**config.mk**
```make
export PLATFORM = sky130hd
export DESIGN_NAME = crs_sequencer
export DESIGN_NICKNAME = d
export VERILOG_FILES = /design/src/verilog/crs_sequencer.v
export VERILOG_INCLUDE_DIRS = /design/src /design/src/verilog
export SDC_FILE = /design/constraint.sdc
export NUM_CORES = 1
export LEC_CHECK = 0
export CAP_MARGIN = 20
export CORE_AREA = 2 2 201 203
export DETAILED_ROUTE_END_ITERATION = 8
export DIE_AREA = 0 0 203 205
export DONT_BUFFER_PORTS = 1
export PLACE_DENSITY = 0.38
export SETUP_SLACK_MARGIN = 0.15
export SLEW_MARGIN = 20
export SYNTH_ARGS = -nofsm -noshare
export SYNTH_HDL_FRONTEND = slang
export SYNTH_SLANG_ARGS = --single-unit
export TNS_END_PERCENT = 30
```
**constraint.sdc**
```tcl
create_clock -name core_clk_i -period 4.6 [get_ports core_clk_i]
set_clock_uncertainty 0.1 [all_clocks]
set_input_delay 1.38 -clock core_clk_i [delete_from_list [all_inputs] [get_ports core_clk_i]]
set_output_delay 1.38 -clock core_clk_i [all_outputs]
set_load 0.05 [all_outputs]
```
**src/verilog/crs_consts.vh**
```
// Constants for the reset and initialisation sequencer
`ifndef CRS_CONSTS_VH
`define CRS_CONSTS_VH
`define CRS_START_FETCH_ADDR 32'hFFFF_FFF0
`define CRS_MCW_COLD 32'h0600_0010
`define CRS_MCW_CD_BIT 30
`define CRS_MCW_NW_BIT 29
`define CRS_MCW_ET_BIT 4
`define CRS_CS_SEL 16'hF000
`define CRS_CS_BASE 32'hFFFF_0000
`define CRS_CS_LIMIT 32'h0000_FFFF
`define CRS_IP_RESET 32'h0000_FFF0
`define CRS_FPU_CW_INIT 16'h037F
`define CRS_FPU_SW_INIT 16'h0000
`define CRS_FPU_TW_INIT 16'hFFFF
`define CRS_ADDR_HOLD_IN_PRE 3'h2
`define CRS_ADDR_HOLD_IN_POST 3'h2
`define CRS_BUILTIN_SELF_TEST_CYCLES 32'h0008_0000
`endif

```
**src/verilog/crs_sequencer.v**
```verilog
// Reset type decode and architectural state initialisation sequencer
//
// Operation
// RULE1 - Cold reset high means cold reset, init high alone means warm reset, both low means none.
// RULE2 - After any reset the fetch address is the fixed start address near the top of memory.
// RULE3 - Cold reset invalidates both caches without writing back modified lines.
// RULE4 - Warm reset leaves the cache contents and valid state unchanged.
// RULE5 - Plain cold reset and warm reset do not initialise the floating-point state.
// RULE6 - Every reset invalidates branch buffer, descriptor cache and both translation buffers.
// RULE7 - Self test is requested by holding address hold high two clocks before and after cold reset falls.
// RULE8 - Cold reset with self test initialises the floating-point control, status, tag and pointers.
// RULE9 - At the end of every reset the identification register holds component and stepping codes.
// RULE10 - Cold reset loads the machine control word; warm reset keeps cache bits, sets bit 4, clears others.
// RULE11 - Every reset loads code segment selector, base, limit and the instruction pointer.
// RULE12 - Cold reset clears time stamp, event select and cache test register; warm reset keeps them.
// RULE13 - After reset the bus control pins take their defined levels and the data lines float.
// RULE14 - Self test ends by writing the result to the accumulator, zero meaning pass.
// RULE15 - No bus cycle is started while self test runs.
// RULE16 - The reset, init and address hold pins are synchronised before decoding.
`timescale 1ns/10ps
`include "crs_consts.vh"
module crs_sequencer #(
  parameter [31:0] BUILTIN_SELF_TEST_CYCLES = `CRS_BUILTIN_SELF_TEST_CYCLES,
  parameter [7:0] COMPONENT_ID = 8'hA5, // Arbitrary value
  parameter [7:0] STEPPING_ID = 8'h01 // Arbitrary value
)
(
  // Clock and reset
  input wire core_clk_i,
  input wire sys_rst_i,
  // Pins from system logic
  input wire cold_reset_pin_i,
  input wire warm_init_pin_i,
  input wire addr_hold_in_i,
  // Self test engine result
  input wire [31:0] builtin_self_test_result_i,
  // Fetch and architectural state
  output reg [31:0] fetch_addr_o,
  output reg fetch_go_o,
  output reg [15:0] ident_result_reg_o,
  output reg [31:0] accumulator_reg_o,
  output reg [31:0] machine_control_word_o,
  output reg [15:0] cs_selector_o,
  output reg [31:0] cs_base_o,
  output reg [31:0] cs_limit_o,
  output reg [31:0] instruction_pointer_o,
  output reg [63:0] time_stamp_o,
  output reg [31:0] event_select_o,
  output reg [31:0] cache_ctl_test_reg_o,
  // Floating-point state
  output reg [15:0] fpu_control_word_o,
  output reg [15:0] fpu_status_word_o,
  output reg [15:0] fpu_tag_word_o,
  output reg [31:0] fpu_pointers_o,
  output reg fpu_state_valid_o,
  // Invalidation pulses
  output reg icache_inval_o,
  output reg dcache_inval_o,
  output reg branch_target_buffer_inval_o,
  output reg segment_descriptor_cache_inval_o,
  output reg itlb_inval_o,
  output reg dtlb_inval_o,
  output reg dcache_writeback_o,
  // Self test status
  output reg builtin_self_test_busy_o,
  output reg [1:0] reset_type_o,
  // Bus pins
  output reg lock_n_o,
  output reg addr_strobe_n_o,
  output reg parity_check_n_o,
  output reg snoop_hit_n_o,
  output reg snoop_hit_modified_n_o,
  output reg float_error_n_o,
  output reg mgmt_mode_active_n_o,
  output reg hold_acknowledge_o,
  output reg bus_request_o,
  output reg [31:0] data_out_o,
  output reg data_oe_o
);

  localparam [3:0] ST_RUN = 4'h1;
  localparam [3:0] ST_HOLD = 4'h2;
  localparam [3:0] ST_BUILTIN_SELF_TEST = 4'h4;
  localparam [3:0] ST_LOAD = 4'h8;

  localparam [1:0] RT_NONE = 2'h0;
  localparam [1:0] RT_WARM = 2'h1;
  localparam [1:0] RT_COLD = 2'h2;
  localparam [1:0] RT_BUILTIN_SELF_TEST = 2'h3;

  // Pin synchronisers
  reg [1:0] cold_sync_r;
  reg [1:0] init_sync_r;
  reg [1:0] addr_hold_in_sync_r;
  wire cold_s = cold_sync_r[1];
  wire init_s = init_sync_r[1];
  wire addr_hold_in_s = addr_hold_in_sync_r[1];

  always @(posedge core_clk_i)
  begin
    if (sys_rst_i)
    begin
      cold_sync_r <= 2'h0;
      init_sync_r <= 2'h0;
      addr_hold_in_sync_r <= 2'h0;
    end
    else
    begin
      cold_sync_r <= {cold_sync_r[0], cold_reset_pin_i}; // RULE16
      init_sync_r <= {init_sync_r[0], warm_init_pin_i}; // RULE16
      addr_hold_in_sync_r <= {addr_hold_in_sync_r[0], addr_hold_in_i}; // RULE16
    end
  end

  reg [3:0] state_r;
  reg [3:0] state_nxt;
  reg [2:0] addr_hold_in_pre_r;
  reg [2:0] addr_hold_in_post_r;
  reg builtin_self_test_req_r;
  reg [31:0] builtin_self_test_cnt_r;
  reg init_prev_r;
  // Init is edge triggered, so a held init gives one warm reset
  wire init_rise = init_s & ~init_prev_r & ~cold_s;
  wire builtin_self_test_cand = addr_hold_in_pre_r >= `CRS_ADDR_HOLD_IN_PRE;

  // Next state
  always @*
  begin
    state_nxt = state_r;
    case (state_r)
      ST_RUN:
        if (cold_s)
          state_nxt = ST_HOLD;
      ST_HOLD:
        if (!cold_s)
          state_nxt = builtin_self_test_cand ? ST_BUILTIN_SELF_TEST : ST_LOAD; // RULE1
      ST_BUILTIN_SELF_TEST:
        if (cold_s)
          state_nxt = ST_HOLD;
        else if (addr_hold_in_post_r >= `CRS_ADDR_HOLD_IN_POST && !builtin_self_test_req_r)
          state_nxt = ST_LOAD; // RULE7
        else if (builtin_self_test_cnt_r >= BUILTIN_SELF_TEST_CYCLES)
          state_nxt = ST_LOAD;
      ST_LOAD:
        state_nxt = cold_s ? ST_HOLD : ST_RUN;
      default:
        state_nxt = ST_HOLD;
    endcase
  end

  // Sequencer state
  always @(posedge core_clk_i)
  begin
    if (sys_rst_i)
    begin
      state_r <= ST_HOLD;
      init_prev_r <= 1'b0;
    end
    else
    begin
      state_r <= state_nxt;
      init_prev_r <= init_s;
    end
  end

  // Address hold count while cold reset is high; a gap restarts it
  always @(posedge core_clk_i)
  begin
    if (sys_rst_i)
      addr_hold_in_pre_r <= 3'h0;
    else if (!cold_s || !addr_hold_in_s)
      addr_hold_in_pre_r <= 3'h0;
    else if (addr_hold_in_pre_r != 3'h7)
      addr_hold_in_pre_r <= addr_hold_in_pre_r + 3'h1; // RULE7
  end

  // Self test is only confirmed two clocks after the fall, so it may still abort
  // Cleared in hold so a request never outlives its own cold reset
  always @(posedge core_clk_i)
  begin
    if (sys_rst_i)
    begin
      builtin_self_test_req_r <= 1'b0;
      addr_hold_in_post_r <= 3'h0;
    end
    else if (state_r == ST_HOLD)
    begin
      builtin_self_test_req_r <= !cold_s && builtin_self_test_cand && addr_hold_in_s; // RULE7
      addr_hold_in_post_r <= (!cold_s && builtin_self_test_cand) ? 3'h1 : 3'h0;
    end
    else if (state_r == ST_BUILTIN_SELF_TEST && addr_hold_in_post_r < `CRS_ADDR_HOLD_IN_POST)
    begin
      addr_hold_in_post_r <= addr_hold_in_post_r + 3'h1;
      if (!addr_hold_in_s)
        builtin_self_test_req_r <= 1'b0; // RULE7
    end
  end

  // Self test duration
  always @(posedge core_clk_i)
  begin
    if (sys_rst_i)
      builtin_self_test_cnt_r <= 32'h0000_0000;
    else if (state_r == ST_BUILTIN_SELF_TEST)
      builtin_self_test_cnt_r <= builtin_self_test_cnt_r + 32'h0000_0001;
    else
      builtin_self_test_cnt_r <= 32'h0000_0000;
  end

  wire do_cold = (state_r == ST_LOAD);
  wire do_warm = (state_r == ST_RUN) && init_rise; // RULE1
  // A self test reset needs the request still standing after the window
  wire with_builtin_self_test = do_cold && builtin_self_test_req_r && (addr_hold_in_post_r >= `CRS_ADDR_HOLD_IN_POST);
  wire any_reset = do_cold | do_warm;
  wire [31:0] mcw_warm = (machine_control_word_o &
    ((32'h0000_0001 << `CRS_MCW_CD_BIT) | (32'h0000_0001 << `CRS_MCW_NW_BIT)))
    | (32'h0000_0001 << `CRS_MCW_ET_BIT);

  // Architectural state loading
  always @(posedge core_clk_i)
  begin
    if (sys_rst_i)
    begin
      fetch_addr_o <= `CRS_START_FETCH_ADDR;
      fetch_go_o <= 1'b0;
      ident_result_reg_o <= 16'h0000;
      accumulator_reg_o <= 32'h0000_0000;
      machine_control_word_o <= `CRS_MCW_COLD;
      cs_selector_o <= `CRS_CS_SEL;
      cs_base_o <= `CRS_CS_BASE;
      cs_limit_o <= `CRS_CS_LIMIT;
      instruction_pointer_o <= `CRS_IP_RESET;
      event_select_o <= 32'h0000_0000;
      cache_ctl_test_reg_o <= 32'h0000_0000;
      fpu_control_word_o <= 16'h0000;
      fpu_status_word_o <= 16'h0000;
      fpu_tag_word_o <= 16'h0000;
      fpu_pointers_o <= 32'h0000_0000;
      fpu_state_valid_o <= 1'b0;
      icache_inval_o <= 1'b0;
      dcache_inval_o <= 1'b0;
      branch_target_buffer_inval_o <= 1'b0;
      segment_descriptor_cache_inval_o <= 1'b0;
      itlb_inval_o <= 1'b0;
      dtlb_inval_o <= 1'b0;
      dcache_writeback_o <= 1'b0;
      reset_type_o <= RT_NONE;
    end
    else
    begin
      fetch_go_o <= any_reset;
      icache_inval_o <= do_cold; // RULE3 RULE4
      dcache_inval_o <= do_cold; // RULE3 RULE4
      dcache_writeback_o <= 1'b0; // RULE3
      branch_target_buffer_inval_o <= any_reset; // RULE6
      segment_descriptor_cache_inval_o <= any_reset; // RULE6
      itlb_inval_o <= any_reset; // RULE6
      dtlb_inval_o <= any_reset; // RULE6
      if (any_reset)
      begin
        fetch_addr_o <= `CRS_START_FETCH_ADDR; // RULE2
        ident_result_reg_o <= {COMPONENT_ID, STEPPING_ID}; // RULE9
        cs_selector_o <= `CRS_CS_SEL; // RULE11
        cs_base_o <= `CRS_CS_BASE; // RULE11
        cs_limit_o <= `CRS_CS_LIMIT; // RULE11
        instruction_pointer_o <= `CRS_IP_RESET; // RULE11
      end
      if (do_warm)
      begin
        reset_type_o <= RT_WARM;
        accumulator_reg_o <= 32'h0000_0000;
        machine_control_word_o <= mcw_warm; // RULE10
      end
      if (do_cold)
      begin
        reset_type_o <= with_builtin_self_test ? RT_BUILTIN_SELF_TEST : RT_COLD;
        machine_control_word_o <= `CRS_MCW_COLD; // RULE10
        event_select_o <= 32'h0000_0000; // RULE12
        cache_ctl_test_reg_o <= 32'h0000_0000; // RULE12
        accumulator_reg_o <= with_builtin_self_test ? builtin_self_test_result_i : 32'h0000_0000; // RULE14
        if (with_builtin_self_test)
        begin
          fpu_control_word_o <= `CRS_FPU_CW_INIT; // RULE8
          fpu_status_word_o <= `CRS_FPU_SW_INIT; // RULE8
          fpu_tag_word_o <= `CRS_FPU_TW_INIT; // RULE8
          fpu_pointers_o <= 32'h0000_0000; // RULE8
          fpu_state_valid_o <= 1'b1;
        end
        else
          fpu_state_valid_o <= 1'b0; // RULE5
      end
    end
  end

  // Time stamp runs outside reset and self test, so a warm reset visibly keeps it
  always @(posedge core_clk_i)
  begin
    if (sys_rst_i)
      time_stamp_o <= 64'h0000_0000_0000_0000;
    else if (do_cold)
      time_stamp_o <= 64'h0000_0000_0000_0000; // RULE12
    else if (state_nxt != ST_BUILTIN_SELF_TEST && state_r != ST_BUILTIN_SELF_TEST && !cold_s)
      time_stamp_o <= time_stamp_o + 64'h0000_0000_0000_0001; // RULE12
  end

  // Bus pin levels
  // Pins stay at their reset levels; no bus engine lives in this block
  always @(posedge core_clk_i)
  begin
    if (sys_rst_i)
    begin
      builtin_self_test_busy_o <= 1'b0;
      lock_n_o <= 1'b1;
      addr_strobe_n_o <= 1'b1;
      parity_check_n_o <= 1'b1;
      snoop_hit_n_o <= 1'b1;
      snoop_hit_modified_n_o <= 1'b1;
      float_error_n_o <= 1'b1;
      mgmt_mode_active_n_o <= 1'b1;
      hold_acknowledge_o <= 1'b0;
      bus_request_o <= 1'b0;
      data_out_o <= 32'h0000_0000;
      data_oe_o <= 1'b0;
    end
    else
    begin
      builtin_self_test_busy_o <= (state_nxt == ST_BUILTIN_SELF_TEST); // RULE15
      if (state_nxt != ST_RUN || any_reset)
      begin
        lock_n_o <= 1'b1; // RULE13
        addr_strobe_n_o <= 1'b1; // RULE13 RULE15
        parity_check_n_o <= 1'b1; // RULE13
        snoop_hit_n_o <= 1'b1; // RULE13
        snoop_hit_modified_n_o <= 1'b1; // RULE13
        float_error_n_o <= 1'b1; // RULE13
        mgmt_mode_active_n_o <= 1'b1; // RULE13
        hold_acknowledge_o <= 1'b0; // RULE13
        bus_request_o <= 1'b0; // RULE13 RULE15
        data_oe_o <= 1'b0; // RULE13
      end
    end
  end

endmodule

```
After elaboration in Yosys (flattened, before gate mapping)
Cells that the tools add are included.

storage, ports and cells
  memory bits (read-only) = 0
  register bits = 157
  logic and storage cells = 84
  output and inout bits = 486
  memories = 0
  memory bits (writable) = 0
  bits in latches = 0
  input port bits = 37

operators by class
  shift-type cells = 0
  reduce and logical (&&, ||, !) cells = 20
  mux-type cells = 21
  magnitude comparators = 4
  equality and inequality tests = 9
  add/sub/neg operators = 4
  bitwise gates (word level) = 6
  div/mod/pow operators = 0
  $mul = 0

operators with widths
  operator               number
  $mux 32                3
  $add 64x1->64 const B  1
  $add 32x1->32 const B  1
  $ge 32x20->1 const B   1
  $mux 4                 6
  $pmux 4 s4             1
  $logic_and 1x1->1      9
  $eq 4x3->1 const B     2
  $ne 4x3->1 const B     2
  $add 3x1->3 const B    2
  $ge 3x2->1 const B     2
  $mux 1                 6
  $mux 2                 3
  $mux 3                 2
  $reduce_or 2->1        3
  $eq 4x1->1 const B     1
  $eq 4x2->1 const B     1
  $eq 4x4->1 const B     1
  $reduce_and 2->1       2
  $reduce_bool 2->1      2
  $logic_not 1->1        3
  $lt 3x2->1 const B     1
  $ne 3x3->1 const B     1
  $not 1->1              3
  other kinds (4)        5

Depth between registers and ports, before layout
Gate-level depths: netlist of run 1.

  word-level depth = 8
  depth in mapped cells = 8
  mapped depth without buffers = 7

Worst setup path before layout of run 1
No wires, ideal clock.

  kind = flip-flop to output port
  start point = reg fpu_tag_word_o[0] (netlist name)
  end point = out fpu_control_word_o[1]
  buffers on the path = 1
  arrival time = 1338 ps
  required time = 3120 ps
  setup slack = 1782 ps
  cell stages (with the launch flop) = 2
  cells stage by stage = dfxtp_1 -> buf_4

RTL lines
  what              line                RTL
  end: declaration  crs_sequencer.v:51  output reg [15:0] fpu_control_word_o,

Final worst setup path of run 1
  start point = reg time_stamp_o[5]
  end point = reg time_stamp_o[58]

on the way
  cells in the longest elaborated chain, start to end = 1

RTL lines
  what                      line                 RTL
  start: declaration        crs_sequencer.v:47   output reg [63:0] time_stamp_o,
  start signal: assignment  crs_sequencer.v:303  time_stamp_o <= time_stamp_o + 64'h0000_0000_0000_0001;
  $add 64x1->64             crs_sequencer.v:303

No other way between the ends.
A chain may end at the register's enable or synchronous reset.

==> results of run 1 <==
==> worst paths after layout <==
kind                                startpoint                             to  slack [ps]  cells past startpoint
setup / recovery  time_stamp_o[5]$_SDFFE_PP0P_  time_stamp_o[58]$_SDFFE_PP0P_        1280                      5
hold reg to reg      init_sync_r[0]$_SDFF_PP0_      init_sync_r[1]$_SDFF_PP0_         340                      1
setup reg to reg  time_stamp_o[5]$_SDFFE_PP0P_  time_stamp_o[58]$_SDFFE_PP0P_        1280                      5
hold / removal       init_sync_r[0]$_SDFF_PP0_      init_sync_r[1]$_SDFF_PP0_         340                      1
==> routing by layer <==
layer | global-route usage (%) | share of wire (%) | up-vias
li1 | - | - | 2972
met1 | 10.2 | 41 | 2811
met2 | 14.7 | 49 | 293
met3 | 2.62 | 7.5 | 21
met4 | 4.59 | 2.1 | 0
met5 | 0 | 0 | -
==> cell usage after synthesis (2+ instances only) <==
cell type,instances
a21o_1,2
a21oi_1,50
a22o_1,32
and3_1,6
and4_1,9
buf_2,7
buf_4,381
clkbuf_1,24
conb_1,2
dfxtp_1,155
ha_1,7
inv_1,17
mux2i_1,2
nand2_1,37
nand3_1,34
nand3b_1,2
nand4_1,29
nand4b_1,3
nor2_1,80
nor2b_1,7
nor3_1,20
nor4_1,15
nor4b_1,2
nor4b_2,2
o21a_1,4
o21ai_0,27
o31ai_1,17
or2_2,3
or3_1,26
or4_1,17
or4b_2,2
xnor2_1,27
xor2_1,26
==> cells by family (layout without fill, tap and decap cells) <==
group	count (synthesis)	after routing	share of synthesized area [%]
compound gates	143	143	10.1
xor+xnor	53	53	4.94
fa+ha+maj	7	7	0.931
buf+inv	430	66	32.5
flops	155	155	33.0
mux	2	2	0.213
other cells	2	347	0.0798
simple gates	305	305	18.3
==> through the flow <==
step	cell area (um2)	hold WS [ps]	power, mW	utilization [%]
2_1_floorplan	10700	314	2.39	-
3_3_place_gp	8540	320	2.19	21.7
3_5_place_dp	8550	328	2.19	21.7
4_1_cts	9160	339	3.68	23.3
5_1_grt	9160	355	3.77	23.3
6_report	9160	339	3.62	23.3
==> layout make-up <==
class                   instances  share of cell area (%)
clock buffers                  22                    5.07
flip-flops and latches        155                    33.9
inverters                      17                   0.697
clock inverters                10                    1.53
well taps                     525                    7.17
multi-input cells             857                    49.7
repair buffers                 17                    1.91
==> worst max-delay path: stages, from the launching register on <==
cell	delay (ps)
dfxtp_1	740
nand4_2	380
nor4_4	730
nand4b_2	520
or4_1	610
a21oi_1	140
==> power groups by stage <==
stage	registers, mW	logic (mW)	clock network, mW
4_1_cts	1.41	0.752	1.53
5_1_grt	1.41	0.789	1.57
6_report	1.41	0.756	1.46
3_3_place_gp	1.44	0.751	0
3_5_place_dp	1.44	0.752	0
2_1_floorplan	1.43	0.963	0
==> registers in the layout (all words and copies together) (netlist names) <==
name	count
fpu_state_valid_o	1
cold_sync_r	2
builtin_self_test_cnt_r	32
reset_type_o	2
init_prev_r	1
fpu_tag_word_o	1
ident_result_reg_o	1
addr_hold_in_post_r	3
accumulator_reg_o	32
state_r	4
addr_hold_in_sync_r	2
init_sync_r	2
machine_control_word_o	1
dtlb_inval_o	1
time_stamp_o	64
builtin_self_test_busy_o	1
builtin_self_test_req_r	1
dcache_inval_o	1
addr_hold_in_pre_r	3
==> flow_metrics.py, run 1 <==
metrics = {
    "run_status": {
        "outcome": "finished clean",
    },
    "power": {
        "vdd_drop_max_mv": 0.240,
        "power.internal_mw": 2.28,
        "seqPwrFrac_pct": 38.8,
        "switching_share_pct": 37.0,
        "power_switching_mw": 1.34,
        "pwr-share-clk_pct": 40.3,
        "p_leak_nw": 3.55,
        "powerDensity_nw_per_um2": 396,
        "comb_power_share_pct": 20.9,
    },
    "synthesis": {
        "ys_top_cells_by_area": "dfxtp_1 (33%), buf_4 (30%), nor2_1 (3.2%), a22o_1 (3.0%), a21oi_1 (2.7%)",
        "yosysWarnings": 0,
        "synthArstFlopShare_pct": 0,
        "avgSynthCellArea_um2": 8.57,
        "syn_inst": 1097,
        "yosys.area.top_type": "dfxtp_1",
        "synth_seq_cells": 155,
        "syn-cell-area_um2": 9410,
        "synth_flop_cell": "dfxtp_1",
        "synth_edf_count": 0,
        "synth_top_area_share_pct": 33.0,
        "ys_types": 56,
        "seq_area_frac_synth_pct": 33.0,
    },
    "drt": {
        "wire_per_inst_um": 12.1,
        "drcViolationCount": 0,
        "routed_wl_um": 19500,
        "drt_iter0_markers": 220,
        "dr.pass1.iters": 4,
        "via_per_inst": 3.80,
        "num_vias": 6097,
        "ant_nets": 0,
    },
    "finish": {
        "num-nets-final": 1109,
        "regArea_um2": 3110,
        "fillers": 4286,
        "final_cell_count_no_fill": 1603,
        "syn_to_final_growth_pct": -2.62,
        "drive_gt1_share_pct": 6.22,
        "multi_input_area_um2": 4550,
        "final_cell_mix": "conb_1 (347), dfxtp_1 (152), nor2_1 (79)",
        "final_common_cell": "conb_1",
        "antennaDiodeCount": 0,
    },
    "clock_tree": {
        "clock_path_buffers": 2,
        "cts_hold_buf": 0,
        "numCtsBuffers": 17,
        "postCtsSetupRepairBufs": 0,
        "clkSlewWorstSetupHoldPaths_ps": 70,
        "cts_tree": "yes",
        "clock-root-buffer": "clkbuf_16",
        "clock_sinks": 155,
        "cts_resized": 0,
        "htreeDepth": 4,
        "worstSkewPairLatency_ps": 440,
    },
    "sta": {
        "post-route-min-period_ps": 3320,
        "finalCritPeriodShare_pct": 72.1,
        "maxSlewHeadroom_pct": 29.9,
        "hold_violations": 0,
        "slew_violations": 0,
        "rsz0062_at_grt": "no",
        "worst_pin_slew_ps": 1040,
        "fin_ws_ps": 1280,
        "max_freq_mhz": 301,
        "setup_tns_ps": 0,
        "setup_violations": 0,
    },
    "global_routing": {
        "grt_antenna_before_repair": 0,
        "grtUsageTotal_pct": 8.81,
        "grt-ovfl-total": 0,
        "grt_pass1_vias": 5185,
        "grt_pass1_wl_um": 28900,
        "grt_max_degree": 47,
    },
    "hold_path": {
        "hold_class": "reg -> reg",
    },
    "placed_design": {
        "placedCellCount": 1571,
        "dp_hpwl_um": 14200,
        "io_buffer_count": 0,
        "dp_slack_ps": 1270,
        "place_congestion": 0.708,
    },
    "floorplan": {
        "die_height_um": 205,
        "die_area_um2": 41600,
        "rows": 73,
        "num_io_pins": 523,
        "start_util_pct": 23.9,
        "core_um2": 39400,
        "die_w_um": 203,
    },
    "critical_path": {
        "cp.required_ps": 4850,
        "path_max_fanout": 19,
        "crit_type": "reg -> reg",
        "start_kind": "flip-flop",
        "cp-end-kind": "flip-flop",
        "cp_data_arrival_time_ps": 3570,
    },
    "flow_run": {
        "maxCapViolCount": 0,
    },
}
Power figures use the tool's default switching activity.
==> inputs of run 2 (changes only) <==
--- a/config.mk
+++ b/config.mk
@@ -7,11 +7,11 @@
 export NUM_CORES = 1
 export LEC_CHECK = 0
 export CAP_MARGIN = 20
-export CORE_AREA = 2 2 201 203
+export CORE_AREA = 2 2 202 204
 export DETAILED_ROUTE_END_ITERATION = 8
-export DIE_AREA = 0 0 203 205
+export DIE_AREA = 0 0 204 206
 export DONT_BUFFER_PORTS = 1
-export PLACE_DENSITY = 0.38
+export PLACE_DENSITY = 0.39
 export SETUP_SLACK_MARGIN = 0.15
 export SLEW_MARGIN = 20
 export SYNTH_ARGS = -nofsm -noshare
==> constraint.sdc (replaced) <==
create_clock -name core_clk_i -period 2.8 [get_ports core_clk_i]
set_clock_uncertainty 0.1 [all_clocks]
set_input_delay 0.84 -clock core_clk_i [delete_from_list [all_inputs] [get_ports core_clk_i]]
set_output_delay 0.84 -clock core_clk_i [all_outputs]
set_load 0.05 [all_outputs]
==> run 2 against run 1 <==
Sequential power up 61%. Register-to-register slack lost 1000 ps. Hold slack gained 3.3 ps. Non-clock buffer count is 81 higher. Sequential cell count unchanged. Power increased by 63%. Design area up 7.2%. Sequential share of layout area fell by 2.3 points. Largest power group unchanged.
==> flow_metrics.py, run 2 (synthesized netlist as in run 1, its figures left out) <==
metrics = {
    "floorplan": {
        "die_area_um2": 42000,
        "die_w_um": 204,
        "num_io_pins": 523,
        "start_util_pct": 23.4,
        "die_height_um": 206,
        "core_um2": 40200,
        "rows": 74,
    },
    "finish": {
        "reg_top3": "time_stamp_o (64), accumulator_reg_o (32), builtin_self_test_cnt_r (32)",
        "regArea_um2": 3110,
        "syn_to_final_growth_pct": 4.40,
        "num-nets-final": 1192,
        "regMostFlops": "time_stamp_o",
        "drive_gt1_share_pct": 13.5,
        "final_common_cell": "conb_1",
        "fillers": 4418,
        "final_cell_mix": "conb_1 (347), dfxtp_1 (150), buf_4 (92)",
        "antennaDiodeCount": 0,
        "multi_input_area_um2": 4580,
        "largest_register_ffs": 64,
        "stdcell_area_um2": 9820,
    },
    "critical_path": {
        "start_kind": "flip-flop",
        "crit_type": "reg -> reg",
        "path_max_fanout": 5,
        "r2r_end": "time_stamp_o[37]$_SDFFE_PP0P_",
        "worst-r2r-cell-count": 9,
        "cp-end-kind": "flip-flop",
        "path_cells": "inv_1, ha_1, or3_4, a2111oi_4, buf_6, nand4_4, buf_4, or4_1, a21oi_1",
        "cp.required_ps": 3070,
        "path_buf_inv": 3,
        "max_stage_delay_ps": 390,
        "cp_slowest_cell": "or4_1",
        "reg2reg_slack_ps": 250,
        "timing.rr.start": "addr_hold_in_pre_r[0]$_SDFFE_PP0P_",
        "cp_data_arrival_time_ps": 2820,
        "crit_family": "simple AND/OR/NAND/NOR gates",
    },
    "sta": {
        "rsz0062_at_grt": "yes",
        "fin_ws_ps": 249,
        "setup_tns_ps": 0,
        "slew_violations": 0,
        "maxSlewHeadroom_pct": 53.9,
        "hold_ws_ps": 342,
        "post-route-min-period_ps": 2550,
        "finalCritPeriodShare_pct": 91.1,
        "hold_violations": 0,
        "max_freq_mhz": 392,
        "setup_violations": 0,
        "worst_pin_slew_ps": 698,
    },
    "clock_tree": {
        "cts_tree": "yes",
        "clock_path_buffers": 2,
        "numCtsBuffers": 17,
        "clock_sinks": 155,
        "clock-root-buffer": "clkbuf_16",
        "worstSkewPairLatency_ps": 440,
        "clkSlewWorstSetupHoldPaths_ps": 70,
        "htreeDepth": 4,
        "cts_hold_buf": 0,
    },
    "run_status": {
        "outcome": "finished clean",
    },
    "drt": {
        "ant_nets": 0,
        "wire_per_inst_um": 12.0,
        "dr.pass1.iters": 4,
        "drt_iter0_markers": 184,
        "num_vias": 6382,
        "via_per_inst": 3.77,
        "routed_wl_um": 20300,
        "drcViolationCount": 0,
    },
    "placed_design": {
        "dp_hpwl_um": 14600,
        "dp_slack_ps": 65.2,
        "place_congestion": 0.716,
        "post_dp_cell_area_um2": 9110,
        "io_buffer_count": 0,
    },
    "hold_path": {
        "min_to": "init_sync_r[1]$_SDFF_PP0_",
        "hold_class": "reg -> reg",
        "whs_path_depth": 1,
        "min_from": "init_sync_r[0]$_SDFF_PP0_",
    },
    "power": {
        "vdd_drop_max_mv": 0.333,
        "finalPower_mw": 5.90,
        "p_leak_nw": 3.99,
        "powerDensity_nw_per_um2": 601,
    },
    "global_routing": {
        "grt_pass1_wl_um": 30000,
        "grt_pass1_vias": 5392,
        "grtUsageTotal_pct": 9.01,
        "grt_max_degree": 48,
        "grt_antenna_before_repair": 0,
        "grt-ovfl-total": 0,
    },
    "flow_run": {
        "maxCapViolCount": 0,
    },
}
run 2: changes by cell type in the layout (fill, tap and decap cells not counted), moves of 2 or more:
cell	change
clkinvlp_4	+3
buf_4	+78
clkinv_4	-3
dfxtp_2	+2
inv_6	+5
buf_12	+4
dfxtp_1	-2
bufinv_16	-2
clkbuf_1	-3
run 2: report_power, final:
group | leakage [nW] | switching, mW | internal [mW]
Sequential | 1.25 | 0.0372 | 2.23
Clock | 0.285 | 1.01 | 1.32
Combinational | 2.45 | 1.22 | 0.0776
run 2: how the worst max path moves through the flow:
stage                                             from                       endpoint  slack, ps  cells past startpoint
finish              addr_hold_in_pre_r[0]$_SDFFE_PP0P_  time_stamp_o[37]$_SDFFE_PP0P_        250                      9
detailed placement  addr_hold_in_pre_r[0]$_SDFFE_PP0P_  time_stamp_o[39]$_SDFFE_PP0P_         70                      8
global route        addr_hold_in_pre_r[0]$_SDFFE_PP0P_  time_stamp_o[33]$_SDFFE_PP0P_        120                      9
global placement    addr_hold_in_pre_r[0]$_SDFFE_PP0P_  time_stamp_o[39]$_SDFFE_PP0P_         90                      8
floorplan                 time_stamp_o[5]$_SDFFE_PP0P_  time_stamp_o[58]$_SDFFE_PP0P_        150                      5
CTS                 addr_hold_in_pre_r[0]$_SDFFE_PP0P_  time_stamp_o[63]$_SDFFE_PP0P_        150                      8
run 2: timing repair:
| action | 4_1_cts | 5_1_grt |
|---|---|---|
| cloned | 1 | 1 |
| setup endpoints to repair | 7 | 18 |
| pin swaps | 0 | 2 |
| buffers inserted | 4 | 5 |
| gates resized for setup | 1 | 3 |
run 2: layout make-up:
cell class | instances | area share (%)
Multi-Input combinational cell | 859 | 46.6
Sequential cell | 155 | 31.7
Timing Repair Buffer | 98 | 8.24
Tap cell | 532 | 6.78
Clock buffer | 19 | 4.73
Clock inverter | 13 | 1.29
Inverter | 17 | 0.650
run 2: through the flow:
stage | cells | util (%)
floorplan | 1442 | -
global placement | 1650 | 22.7
detailed placement | 1650 | 22.7
CTS | 1687 | 24.3
global route | 1693 | 24.4
finish | 1693 | 24.4
run 2: metal layers:
metal  part of all wire, %  global-route usage (%)
met1                    43                    10.8
met2                    49                    15.3
met3                   6.0                    2.27
met4                   1.7                    3.91
met5                     0                       0
==> inputs of run 3 (changes only) <==
--- a/config.mk
+++ b/config.mk
@@ -6,14 +6,13 @@
 export SDC_FILE = /design/constraint.sdc
 export NUM_CORES = 1
 export LEC_CHECK = 0
+export BUFFER_PORTS_ARGS = -buffer_cell sky130_fd_sc_hd__buf_4
 export CAP_MARGIN = 20
-export CORE_AREA = 2 2 202 204
+export CORE_AREA = 2 2 201 203
 export DETAILED_ROUTE_END_ITERATION = 8
-export DIE_AREA = 0 0 204 206
-export DONT_BUFFER_PORTS = 1
-export PLACE_DENSITY = 0.39
+export DIE_AREA = 0 0 203 205
+export PLACE_DENSITY = 0.51
 export SETUP_SLACK_MARGIN = 0.15
-export SLEW_MARGIN = 20
 export SYNTH_ARGS = -nofsm -noshare
 export SYNTH_HDL_FRONTEND = slang
 export SYNTH_SLANG_ARGS = --single-unit
==> run 3 against run 2 <==
Maximum frequency up 1.0%. Sequential share of layout area down 2.3 points. First-iteration DRC count up 48%. Final cell count up 6.1%. Clock-buffer cell count up 1. Highest routed layer unchanged. Sequential power about the same. Clock power about the same. Largest cell class unchanged. Die area down 0.97%. Via count up 7.1%. Utilization up 2.4 points. Hold slack better by 1.8 ps.
==> flow_metrics.py, run 3 (synthesized netlist as in run 1, its figures left out) <==
metrics = {
    "run_status": {
        "outcome": "finished clean",
    },
    "drt": {
        "ant_nets": 0,
        "routed_wl_um": 20400,
        "via_per_inst": 3.81,
        "drcViolationCount": 0,
        "drt_iter0_markers": 273,
        "dr.pass1.iters": 4,
        "wire_per_inst_um": 11.3,
        "num_vias": 6835,
    },
    "global_routing": {
        "grt-ovfl-total": 0,
        "grt_util_met3_pct": 1.97,
        "grt_pass1_wl_um": 30600,
        "grt_antenna_before_repair": 0,
        "grt_busiest_layer": "met2",
        "use_met1_pct": 11.1,
        "grtUsageTotal_pct": 9.01,
        "grt_pass1_vias": 5869,
        "met2_usage_pct": 15.3,
        "grt_max_degree": 44,
    },
    "sta": {
        "fin_ws_ps": 274,
        "setup_violations": 0,
        "slew_violations": 0,
        "worst_pin_slew_ps": 940,
        "maxSlewHeadroom_pct": 37.2,
        "max_freq_mhz": 396,
        "post-route-min-period_ps": 2530,
        "setup_tns_ps": 0,
        "rsz0062_at_grt": "yes",
        "hold_ws_ps": 344,
        "finalCritPeriodShare_pct": 90.2,
        "hold_violations": 0,
    },
    "finish": {
        "syn_to_final_growth_pct": 12.3,
        "final_cell_count_no_fill": 1796,
        "regMostFlops": "time_stamp_o",
        "num-nets-final": 1302,
        "final_cell_mix": "conb_1 (347), buf_4 (207), dfxtp_1 (153)",
        "utilization_pct": 26.8,
        "largest_register_ffs": 64,
        "stdcell_area_um2": 10600,
        "drive_gt1_share_pct": 20.5,
        "antennaDiodeCount": 0,
        "reg_top3": "time_stamp_o (64), accumulator_reg_o (32), builtin_self_test_cnt_r (32)",
        "final_common_cell": "conb_1",
    },
    "placed_design": {
        "dp_slack_ps": 89.9,
        "place_congestion": 0.754,
        "dp_hpwl_um": 14900,
        "placedCellCount": 1756,
        "io_buffer_count": 175,
        "post_dp_cell_area_um2": 9890,
    },
    "power": {
        "finalPower_mw": 5.93,
        "p_leak_nw": 4.54,
        "powerDensity_nw_per_um2": 562,
        "vdd_drop_max_mv": 0.403,
    },
    "floorplan": {
        "die_area_um2": 41600,
        "start_util_pct": 23.9,
        "num_io_pins": 523,
        "die_height_um": 205,
        "core_um2": 39400,
        "die_w_um": 203,
        "rows": 73,
    },
    "hold_path": {
        "hold_class": "reg -> reg",
    },
    "critical_path": {
        "cp_data_arrival_time_ps": 2770,
        "crit_family": "simple AND/OR/NAND/NOR gates",
        "cp.required_ps": 3050,
        "start_kind": "flip-flop",
        "crit_type": "reg -> reg",
        "max_stage_delay_ps": 510,
        "path_buf_inv": 1,
        "cp-end-kind": "flip-flop",
        "cp_slowest_cell": "or4_1",
        "path_max_fanout": 12,
        "path_cells": "inv_1, ha_1, or3_4, a211o_1, nand3b_1, or4_1, a21oi_1",
    },
    "clock_tree": {
        "clkSlewWorstSetupHoldPaths_ps": 70,
        "clock_path_buffers": 2,
        "cts_tree": "yes",
        "clock-root-buffer": "clkbuf_16",
        "htreeDepth": 4,
        "worstSkewPairLatency_ps": 430,
        "numCtsBuffers": 17,
        "clock_sinks": 155,
    },
    "flow_run": {
        "maxCapViolCount": 0,
    },
}
-- run 3: cell types whose count changed in the layout (fill, tap and decap cells not counted), moves of 2 or more --
cell,before,now
dfxtp_2,4,2
buf_12,4,1
clkbuf_1,0,2
inv_6,6,3
dfxtp_1,150,153
clkinv_4,0,2
buf_4,92,207
-- run 3: path summary, 6_finish.rpt --
check / start / cells past startpoint / end / slack [ps]
worst min register to register: init_sync_r[0]$_SDFF_PP0_ / 1 / init_sync_r[1]$_SDFF_PP0_ / 340
worst min-delay path: init_sync_r[0]$_SDFF_PP0_ / 1 / init_sync_r[1]$_SDFF_PP0_ / 340
worst max register to register: addr_hold_in_pre_r[0]$_SDFFE_PP0P_ / 7 / time_stamp_o[36]$_SDFFE_PP0P_ / 270
worst max-delay path: addr_hold_in_pre_r[0]$_SDFFE_PP0P_ / 7 / time_stamp_o[36]$_SDFFE_PP0P_ / 270
-- run 3: what timing repair did --
action | in CTS | in global routing
setup buffers | 5 | 2
cloned | 0 | 1
hold buffers | 0 | 0
setup endpoints to repair | 8 | 22
gates resized for setup | 0 | 3
pin swaps | 1 | 3
-- run 3: per-layer routing --
| layer | vias to the layer above | wire (um) |
|---|---|---|
| met5 | - | 0 |
| met4 | 0 | 256 |
| met3 | 18 | 1350 |
| met2 | 280 | 10200 |
| met1 | 3181 | 8550 |
| li1 | 3356 | - |
-- run 3: layout make-up --
class                           instances  area (um2)
Clock inverter                         12         139
Multi-Input combinational cell        858        4570
Clock buffer                           20         447
Inverter                               17        63.8
Tap cell                              525         657
Timing Repair Buffer                  209        1590
Fill cell                            4282       28800
Sequential cell                       155        3110
-- run 3: power by group --
| group | total, mW | leakage (nW) | internal (mW) | switching [mW] |
|---|---|---|---|---|
| combinational | 1.34 | 3.02 | 0.113 | 1.23 |
| sequential | 2.27 | 1.25 | 2.23 | 0.0372 |
| clock | 2.32 | 0.274 | 1.35 | 0.972 |
-- run 3: worst register-to-register path, delay by kind of cell (launching register included) --
family,cells,cell delay (ps)
buffers and inverters,1,50
AND/OR/NAND/NOR,3,1260
AO/OA/AOI/OAI,2,500
adder cells (fa/ha/maj),1,200
flip-flops,1,340
